===== config.mk =====
export PLATFORM = sky130hd
export DESIGN_NAME = csr_device_flat
export DESIGN_NICKNAME = d
export VERILOG_FILES = /design/src/common/csr_pkg.sv /design/src/common/csr_link_if.sv /design/src/design/csr_device.sv /design/src/flat_wrapper.sv
export SDC_FILE = /design/constraint.sdc
export NUM_CORES = 1
export LEC_CHECK = 0
export BUFFER_PORTS_ARGS = -buffer_cell sky130_fd_sc_hd__buf_4
export CORE_MARGIN = 2
export CORE_UTILIZATION = 56
export CTS_CLUSTER_SIZE = 12
export DETAILED_ROUTE_END_ITERATION = 8
export PLACE_DENSITY = 0.83
export SLEW_MARGIN = 0
export SYNTH_ARGS = -nofsm -noshare
export SYNTH_HDL_FRONTEND = slang
export SYNTH_SLANG_ARGS = --single-unit

===== constraint.sdc =====
create_clock -name aclk -period 4.7 [get_ports aclk]
set_input_delay 0.235 -clock aclk [delete_from_list [all_inputs] [get_ports aclk]]
set_output_delay 0.235 -clock aclk [all_outputs]
set_load 0.05 [all_outputs]

===== src/common/csr_pkg.sv =====
package csr_pkg;

  // Device register offsets on the link
  localparam logic [7:0]  CLOCK_CONTROL_ZERO_OFF = 8'h29;
  localparam logic [7:0]  CLOCK_CONTROL_ONE_OFF  = 8'h2A;
  localparam logic [7:0]  CLOCK_CONTROL_TWO_OFF  = 8'h2B;
  localparam logic [7:0]  SYSREF_POSITION_OFF    = 8'h2C;
  localparam logic [7:0]  FULL_SCALE_A_OFF       = 8'h30;

  // Reset values
  localparam logic [7:0]  CLOCK_CONTROL_ZERO_RST = 8'h00;
  localparam logic [7:0]  CLOCK_CONTROL_ONE_RST  = 8'h00;
  localparam logic [7:0]  CLOCK_CONTROL_TWO_RST  = 8'h11;
  localparam logic [23:0] SYSREF_POSITION_RST    = 24'h000000;
  localparam logic [15:0] FULL_SCALE_A_RST       = 16'hA000;

  // Field positions
  localparam int SAMPLE_MARKER_BIT  = 3;
  localparam int DEVCLK_PECL_BIT    = 2;
  localparam int SYSREF_PECL_BIT    = 1;
  localparam int SYSREF_INVERT_BIT  = 0;
  localparam int FEEDBACK_GAIN_BIT  = 4;
  localparam int NOISE_SUPPRESS_BIT = 2;
  localparam int DELAY_SEL_MSB      = 3;
  localparam int SAMPLE_DELAY_MSB   = 1;

  // Full-scale limits
  localparam logic [15:0] FULL_SCALE_MIN = 16'h2000;
  localparam logic [15:0] FULL_SCALE_MAX = 16'hFFFF;

  // Host register offsets on the AXI4-Lite bus
  localparam logic [3:0]  HOST_CMD_OFF    = 4'h0;
  localparam logic [3:0]  HOST_WDATA_OFF  = 4'h4;
  localparam logic [3:0]  HOST_RDATA_OFF  = 4'h8;
  localparam logic [3:0]  HOST_STATUS_OFF = 4'hC;
  localparam int          HOST_CMD_WE_BIT = 8;

  localparam logic [1:0]  AXI_OKAY   = 2'h0;
  localparam logic [1:0]  AXI_SLVERR = 2'h2;

  typedef enum logic [1:0] {
    CSR_IDLE  = 2'b00,
    CSR_ISSUE = 2'b01,
    CSR_WAIT  = 2'b10
  } csr_hstate_t;

endpackage : csr_pkg


===== src/common/csr_link_if.sv =====
`timescale 1ns/1ps
// Register access link between host controller and device bank
interface csr_link_if;
  logic        req;
  logic        we;
  logic [7:0]  addr;
  logic [31:0] wdata;
  logic        ack;
  logic [31:0] rdata;

  modport dev  (input req, input we, input addr, input wdata, output ack, output rdata);
  modport host (output req, output we, output addr, output wdata, input ack, input rdata);
endinterface : csr_link_if


===== src/design/csr_device.sv =====
`timescale 1ns/1ps
module csr_device (
  input  wire logic        aclk,
  input  wire logic        aresetn,
  csr_link_if.dev          link,
  input  wire logic        sysref_pin,
  input  wire logic        timestamp_output_enable,
  input  wire logic        down_converter_bypass,
  input  wire logic [15:0] sample_in,
  input  wire logic        sample_valid_in,
  output logic [15:0]      sample_out,
  output logic             sample_valid_out,
  output logic             sysref_aligned,
  output logic             sysref_as_sample_marker_enable,
  output logic             device_clock_dc_pecl_enable,
  output logic             sysref_dc_pecl_enable,
  output logic             sysref_polarity_invert,
  output logic             clock_feedback_gain_high,
  output logic             analog_supply_noise_suppress,
  output logic [1:0]       sample_clock_delay_select,
  output logic [3:0]       sysref_delay_select,
  output logic [15:0]      channel_a_full_scale_code,
  output logic             sysref_position_captured
);

  // Register storage, reserved bits included so they read back
  logic [7:0]  clock_control_zero_q;
  logic [7:0]  clock_control_one_q;
  logic [7:0]  clock_control_two_q;
  logic [23:0] sysref_edge_position_q;
  logic [15:0] channel_a_full_scale_range_q;
  logic        captured_q;

  // Link answer registers
  logic        ack_q;
  logic [31:0] rdata_q;

  // SYSREF path
  logic        sync1_q;
  logic        sync2_q;
  logic [14:0] delay_line_q;
  logic [15:0] delay_taps;
  logic        sysref_used;
  logic        sysref_prev_q;
  logic [23:0] history_q;
  logic        sysref_aligned_q;
  logic        marker_on;

  // Sample path
  logic [15:0] sample_q;
  logic        sample_valid_q;

  // Matches a link address against one register offset
  function automatic logic hits(input logic [7:0] a, input logic [7:0] off);
    hits = (a == off);
  endfunction : hits

  logic wr_en;
  assign wr_en = link.req & link.we;

  // Clock control zero: only the delay selection is used here
  always_ff @(posedge aclk) begin
    if (!aresetn) begin
      clock_control_zero_q <= csr_pkg::CLOCK_CONTROL_ZERO_RST;
    end else if (wr_en && hits(link.addr, csr_pkg::CLOCK_CONTROL_ZERO_OFF)) begin
      clock_control_zero_q <= link.wdata[7:0];
    end
  end

  // Clock control one, all options off after reset
  always_ff @(posedge aclk) begin
    if (!aresetn) begin
      clock_control_one_q <= csr_pkg::CLOCK_CONTROL_ONE_RST;
    end else if (wr_en && hits(link.addr, csr_pkg::CLOCK_CONTROL_ONE_OFF)) begin
      clock_control_one_q <= link.wdata[7:0];
    end
  end

  // Clock control two, gain high and first delay tap after reset
  always_ff @(posedge aclk) begin
    if (!aresetn) begin
      clock_control_two_q <= csr_pkg::CLOCK_CONTROL_TWO_RST;
    end else if (wr_en && hits(link.addr, csr_pkg::CLOCK_CONTROL_TWO_OFF)) begin
      clock_control_two_q <= link.wdata[7:0];
    end
  end

  // Full-scale code; the low-range limit is left to the host
  always_ff @(posedge aclk) begin
    if (!aresetn) begin
      channel_a_full_scale_range_q <= csr_pkg::FULL_SCALE_A_RST;
    end else if (wr_en && hits(link.addr, csr_pkg::FULL_SCALE_A_OFF)) begin
      channel_a_full_scale_range_q <= link.wdata[15:0];
    end
  end

  // Every request is answered one cycle later, writes included
  always_ff @(posedge aclk) begin
    if (!aresetn) begin
      ack_q <= 1'b0;
    end else begin
      ack_q <= link.req;
    end
  end

  // Read mux; unmapped addresses and write answers return zero
  always_ff @(posedge aclk) begin
    if (!aresetn) begin
      rdata_q <= 32'h00000000;
    end else if (link.req && !link.we) begin
      case (link.addr)
        csr_pkg::CLOCK_CONTROL_ZERO_OFF: rdata_q <= {24'h000000, clock_control_zero_q};
        csr_pkg::CLOCK_CONTROL_ONE_OFF:  rdata_q <= {24'h000000, clock_control_one_q};
        csr_pkg::CLOCK_CONTROL_TWO_OFF:  rdata_q <= {24'h000000, clock_control_two_q};
        csr_pkg::SYSREF_POSITION_OFF:    rdata_q <= {8'h00, sysref_edge_position_q};
        csr_pkg::FULL_SCALE_A_OFF:       rdata_q <= {16'h0000, channel_a_full_scale_range_q};
        default:                         rdata_q <= 32'h00000000;
      endcase
    end else begin
      rdata_q <= 32'h00000000;
    end
  end

  assign link.ack   = ack_q;
  assign link.rdata = rdata_q;

  // SYSREF pin is asynchronous, so two flops come first
  always_ff @(posedge aclk) begin
    if (!aresetn) begin
      sync1_q <= 1'b0;
      sync2_q <= 1'b0;
    end else begin
      sync1_q <= sysref_pin;
      sync2_q <= sync1_q;
    end
  end

  // Polarity is fixed before the delay line so every tap sees it
  always_ff @(posedge aclk) begin
    if (!aresetn) begin
      delay_line_q <= 15'h0000;
    end else begin
      delay_line_q <= {delay_line_q[13:0],
                       sync2_q ^ clock_control_one_q[csr_pkg::SYSREF_INVERT_BIT]};
    end
  end

  // Tap zero is the undelayed signal
  assign delay_taps  = {delay_line_q,
                        sync2_q ^ clock_control_one_q[csr_pkg::SYSREF_INVERT_BIT]};
  assign sysref_used = delay_taps[clock_control_zero_q[csr_pkg::DELAY_SEL_MSB:0]];

  // Sampling history; a rising edge freezes it as the position status
  always_ff @(posedge aclk) begin
    if (!aresetn) begin
      history_q     <= 24'h000000;
      sysref_prev_q <= 1'b0;
    end else begin
      history_q     <= {history_q[22:0], sysref_used};
      sysref_prev_q <= sysref_used;
    end
  end

  // Host writes never reach this register; it changes only on an edge
  always_ff @(posedge aclk) begin
    if (!aresetn) begin
      sysref_edge_position_q <= csr_pkg::SYSREF_POSITION_RST;
      captured_q             <= 1'b0;
    end else if (sysref_used && !sysref_prev_q) begin
      sysref_edge_position_q <= history_q;
      captured_q             <= 1'b1;
    end
  end

  // Aligned SYSREF for downstream timing logic
  always_ff @(posedge aclk) begin
    if (!aresetn) begin
      sysref_aligned_q <= 1'b0;
    end else begin
      sysref_aligned_q <= sysref_used;
    end
  end

  // Marking needs both enables and a bypassed down_converter
  assign marker_on = clock_control_one_q[csr_pkg::SAMPLE_MARKER_BIT]
                     & timestamp_output_enable
                     & down_converter_bypass;

  // One cycle of latency on every sample, marked or not
  always_ff @(posedge aclk) begin
    if (!aresetn) begin
      sample_q       <= 16'h0000;
      sample_valid_q <= 1'b0;
    end else begin
      sample_valid_q <= sample_valid_in;
      if (sample_valid_in) begin
        sample_q <= marker_on ? {sample_in[15:1], sysref_used} : sample_in;
      end
    end
  end

  // Outputs taken straight from register bits
  assign sample_out                     = sample_q;
  assign sample_valid_out               = sample_valid_q;
  assign sysref_aligned                 = sysref_aligned_q;
  assign sysref_as_sample_marker_enable =
    clock_control_one_q[csr_pkg::SAMPLE_MARKER_BIT];
  assign device_clock_dc_pecl_enable    =
    clock_control_one_q[csr_pkg::DEVCLK_PECL_BIT];
  assign sysref_dc_pecl_enable          =
    clock_control_one_q[csr_pkg::SYSREF_PECL_BIT];
  assign sysref_polarity_invert         =
    clock_control_one_q[csr_pkg::SYSREF_INVERT_BIT];
  assign clock_feedback_gain_high       =
    clock_control_two_q[csr_pkg::FEEDBACK_GAIN_BIT];
  assign analog_supply_noise_suppress   =
    clock_control_two_q[csr_pkg::NOISE_SUPPRESS_BIT];
  // Passed on as written; the host keeps it one-hot
  assign sample_clock_delay_select      =
    clock_control_two_q[csr_pkg::SAMPLE_DELAY_MSB:0];
  assign sysref_delay_select            =
    clock_control_zero_q[csr_pkg::DELAY_SEL_MSB:0];
  assign channel_a_full_scale_code      = channel_a_full_scale_range_q;
  assign sysref_position_captured       = captured_q;

endmodule : csr_device


===== src/flat_wrapper.sv =====
// flat-port wrapper written by rule: the top's interface ports become plain ports
module csr_device_flat 
  (aclk, aresetn, sysref_pin, timestamp_output_enable, down_converter_bypass, sample_in, sample_valid_in, sample_out, sample_valid_out, sysref_aligned, sysref_as_sample_marker_enable, device_clock_dc_pecl_enable, sysref_dc_pecl_enable, sysref_polarity_invert, clock_feedback_gain_high, analog_supply_noise_suppress, sample_clock_delay_select, sysref_delay_select, channel_a_full_scale_code, sysref_position_captured, link_req, link_we, link_addr, link_wdata, link_ack, link_rdata);
  csr_link_if link_i ();
  input  wire logic aclk;
  input  wire logic aresetn;
  input  wire logic sysref_pin;
  input  wire logic timestamp_output_enable;
  input  wire logic down_converter_bypass;
  input  wire logic [15:0] sample_in;
  input  wire logic sample_valid_in;
  output logic [15:0] sample_out;
  output logic sample_valid_out;
  output logic sysref_aligned;
  output logic sysref_as_sample_marker_enable;
  output logic device_clock_dc_pecl_enable;
  output logic sysref_dc_pecl_enable;
  output logic sysref_polarity_invert;
  output logic clock_feedback_gain_high;
  output logic analog_supply_noise_suppress;
  output logic [1:0] sample_clock_delay_select;
  output logic [3:0] sysref_delay_select;
  output logic [15:0] channel_a_full_scale_code;
  output logic sysref_position_captured;
  input wire logic [$bits(link_i.req)-1:0] link_req;
  input wire logic [$bits(link_i.we)-1:0] link_we;
  input wire logic [$bits(link_i.addr)-1:0] link_addr;
  input wire logic [$bits(link_i.wdata)-1:0] link_wdata;
  output wire logic [$bits(link_i.ack)-1:0] link_ack;
  output wire logic [$bits(link_i.rdata)-1:0] link_rdata;
  assign link_i.req = link_req;
  assign link_i.we = link_we;
  assign link_i.addr = link_addr;
  assign link_i.wdata = link_wdata;
  assign link_ack = link_i.ack;
  assign link_rdata = link_i.rdata;
  csr_device u_core (.aclk(aclk), .aresetn(aresetn), .link(link_i), .sysref_pin(sysref_pin), .timestamp_output_enable(timestamp_output_enable), .down_converter_bypass(down_converter_bypass), .sample_in(sample_in), .sample_valid_in(sample_valid_in), .sample_out(sample_out), .sample_valid_out(sample_valid_out), .sysref_aligned(sysref_aligned), .sysref_as_sample_marker_enable(sysref_as_sample_marker_enable), .device_clock_dc_pecl_enable(device_clock_dc_pecl_enable), .sysref_dc_pecl_enable(sysref_dc_pecl_enable), .sysref_polarity_invert(sysref_polarity_invert), .clock_feedback_gain_high(clock_feedback_gain_high), .analog_supply_noise_suppress(analog_supply_noise_suppress), .sample_clock_delay_select(sample_clock_delay_select), .sysref_delay_select(sysref_delay_select), .channel_a_full_scale_code(channel_a_full_scale_code), .sysref_position_captured(sysref_position_captured));
endmodule

==> flow_summary.toml <==
[outcome]
status = "complete, no violations"

[die]
io_pins = 144
die_area_sq_mm = 0.0107
coreArea_sq_mm = 0.00968
rows = 36
start_util = 0.573
chipHeight_um = 104
dieWidth_um = 104

[critical_path]
path_class = "input port to flip-flop"
startpoint = "link_addr[0]"
cp-end-kind = "flip-flop"
cp.required_ps = 5140
start_kind = "input port"
cp_max_fo = 18
r2r-start = "u_core.clock_control_zero_q[0]$_SDFFE_PN0P_"
worstPathArrival_ps = 2880

[clock_tree]
clockBufferDepth = 2
root_buffer = "clkbuf_8"
cts_resized = 0
clk_latency_ps = 510
cts_tree = "yes"
hold_buffers = 26
clock_sinks = 148
numCtsBuffers = 17
cts.clk_slew.worst_paths_ps = 60
post-cts-setup-buffers = 0
htreeDepth = 4

[synthesis]
yosys.area.top_type = "dfxtp_1"
ys_types = 42
syn_inst = 569
synth.avg_cell_area_sq_um = 9.76
synth_commonest_cells = "dfxtp_1 (148), nand2_1 (102), mux2i_1 (61), nor2b_1 (35)"
ys_warn_count = 0
ys.flop_type = "dfxtp_1"
synth-seq-cells = 148
yosysTopAreaCellShare = 0.534
yosysMostFrequentCell = "dfxtp_1"
async_reset_ff_frac = 0
synth-edff-count = 0
seq_area_frac_synth = 0.534
synth_area_leaders = "dfxtp_1 (53%), mux2i_1 (11%), nand2_1 (6.9%)"
syn_area_sq_mm = 0.00555

[global_routing]
track_usage = 0.241
grt_max_degree = 83
grt-ovfl-total = 0
grt_pass1_vias = 4352
grt_pass1_wl_um = 20900
antenna_found_initial = 0

[place]
pre_cts_ws_ps = 1790
dp_hpwl_um = 8050
globalplace.congestion = 0.888
io_buffers = 119
dpl.cell_count = 782

[timing]
hold_ws_ps = 17.6
tightest_slew_ps = 1250
min_period_ps = 2440
finalWorstSetupSlack_ps = 2260
tns_ps = 0
grt_setup_unrepaired = "no"
drv_slew = 0
maxSlewHeadroom = 0.164
hold_viol_final = 0
fmax_mhz = 409
fin_crit_sh = 0.520
finClkSkew_ps = 10.0
finalSetupViolations = 0

[hold_path]
hold_class = "input port to flip-flop"
hp-start = "sample_in[8]"

[detailed_routing]
viasPerCell = 5.18
wl_um = 12700
postRouteAntennaNets = 0
dr_total_vias = 4342
drt_iter0_drc = 147
drtPass1Iterations = 4
wire_per_inst_um = 15.1
drcViolationCount = 0

[final_layout]
syn_to_final_growth_pct = 31.2
nets = 758
finalNonFillerCells = 839
antennaDiodeCount = 0
drive_gt1_frac = 0.234
multiInputGateArea_sq_mm = 0.00226
nFillCells = 655
seqCellArea_sq_mm = 0.00296

[pwr]
pwr_density_cell_mw_per_mm2 = 398
p_leak_nw = 3.10
power_mw = 2.90
vdd_ir_drop_max_mv = 0.295

[flow_run]
drv_cap = 0
cell type report:
class                           instances  share of cell area
Sequential cell                       148               0.407
Tap cell                              133              0.0228
Timing Repair Buffer                  147               0.160
Multi-Input combinational cell        356               0.310
Clock inverter                         14              0.0309
Clock buffer                           17              0.0569
Inverter                               24              0.0124
cells in the final DEF (no fill, tap or decap), drive strengths merged, types with 21 or more instances in the layout:
| master | n |
|---|---|
| nor2b | 35 |
| buf | 121 |
| dfxtp | 148 |
| nand2 | 102 |
| inv | 28 |
| a21boi | 22 |
| a22oi | 23 |
| mux2i | 61 |
| and2 | 21 |
| nor2 | 22 |
| dlygate4sd3 | 26 |
worst max-delay path: stages:
cell and delay (ps):
buf_4 170, nor2_2 340, and4_1 700, nor2b_1 1050
nand2_1 170, a21boi_0 200
metrics by stage:
stage | area (sq um) | utilization
after floorplan | 5580 | -
after global placement | 6380 | 0.659
after detailed placement | 6380 | 0.659
after CTS | 7280 | 0.752
after global routing | 7280 | 0.752
final | 7280 | 0.752
power by group:
part	internal (mW)	leakage (nW)	switching, mW
combinational	0.0770	1.60	0.110
clock	0.920	0.302	0.519
sequential	1.27	1.20	0.00626
total	2.26	3.10	0.635
flip-flops by register name, summed over array words and instances, names as in the netlist:
register,flops
u_core.clock_control_zero_q,8
u_core.link.ack,1
u_core.sample_valid_out,1
u_core.clock_control_one_q,8
u_core.history_q,24
u_core.clock_control_two_q,8
u_core.sample_out,16
u_core.sync1_q,1
u_core.delay_line_q,15
u_core.link.rdata,24
u_core.sync2_q,1
u_core.channel_a_full_scale_code,16
u_core.sysref_edge_position_q,24
u_core.sysref_position_captured,1
cells by family (layout without fill, tap and decap cells):
| logic type | after synthesis | after routing | synth area share |
|---|---|---|---|
| xor gates and xnor gates | 2 | 2 | 0.00316 |
| other | 1 | 8 | 0.000675 |
| and+or+nand+nor | 212 | 212 | 0.188 |
| AOI/OAI and AO/OA | 65 | 65 | 0.0843 |
| muxes | 69 | 69 | 0.126 |
| DFF | 148 | 148 | 0.534 |
| buffers and inverters | 72 | 202 | 0.0645 |
worst paths after layout:
kind / to / slack, ps / cells after the start
max: u_core.channel_a_full_scale_code[12]$_SDFFE_PN0P_ / 2260 / 6
min: u_core.sample_out[8]$_SDFFE_PN0P_ / 20 / 3
max reg2reg: u_core.sysref_position_captured$_SDFFE_PN0P_ / 2330 / 6
min reg2reg: u_core.history_q[21]$_SDFF_PN0_ / 430 / 2
routing by layer:
metal / wire [um] / track usage / share of wire / up-vias
met5: 0 / 0 / 0 / -
met4: 213 / 0.0907 / 0.017 / 0
met3: 958 / 0.0743 / 0.076 / 20
met2: 6300 / 0.404 / 0.50 / 181
met1: 5200 / 0.292 / 0.41 / 2034
li1: - / - / - / 2107
Power figures use the tool's default switching activity.
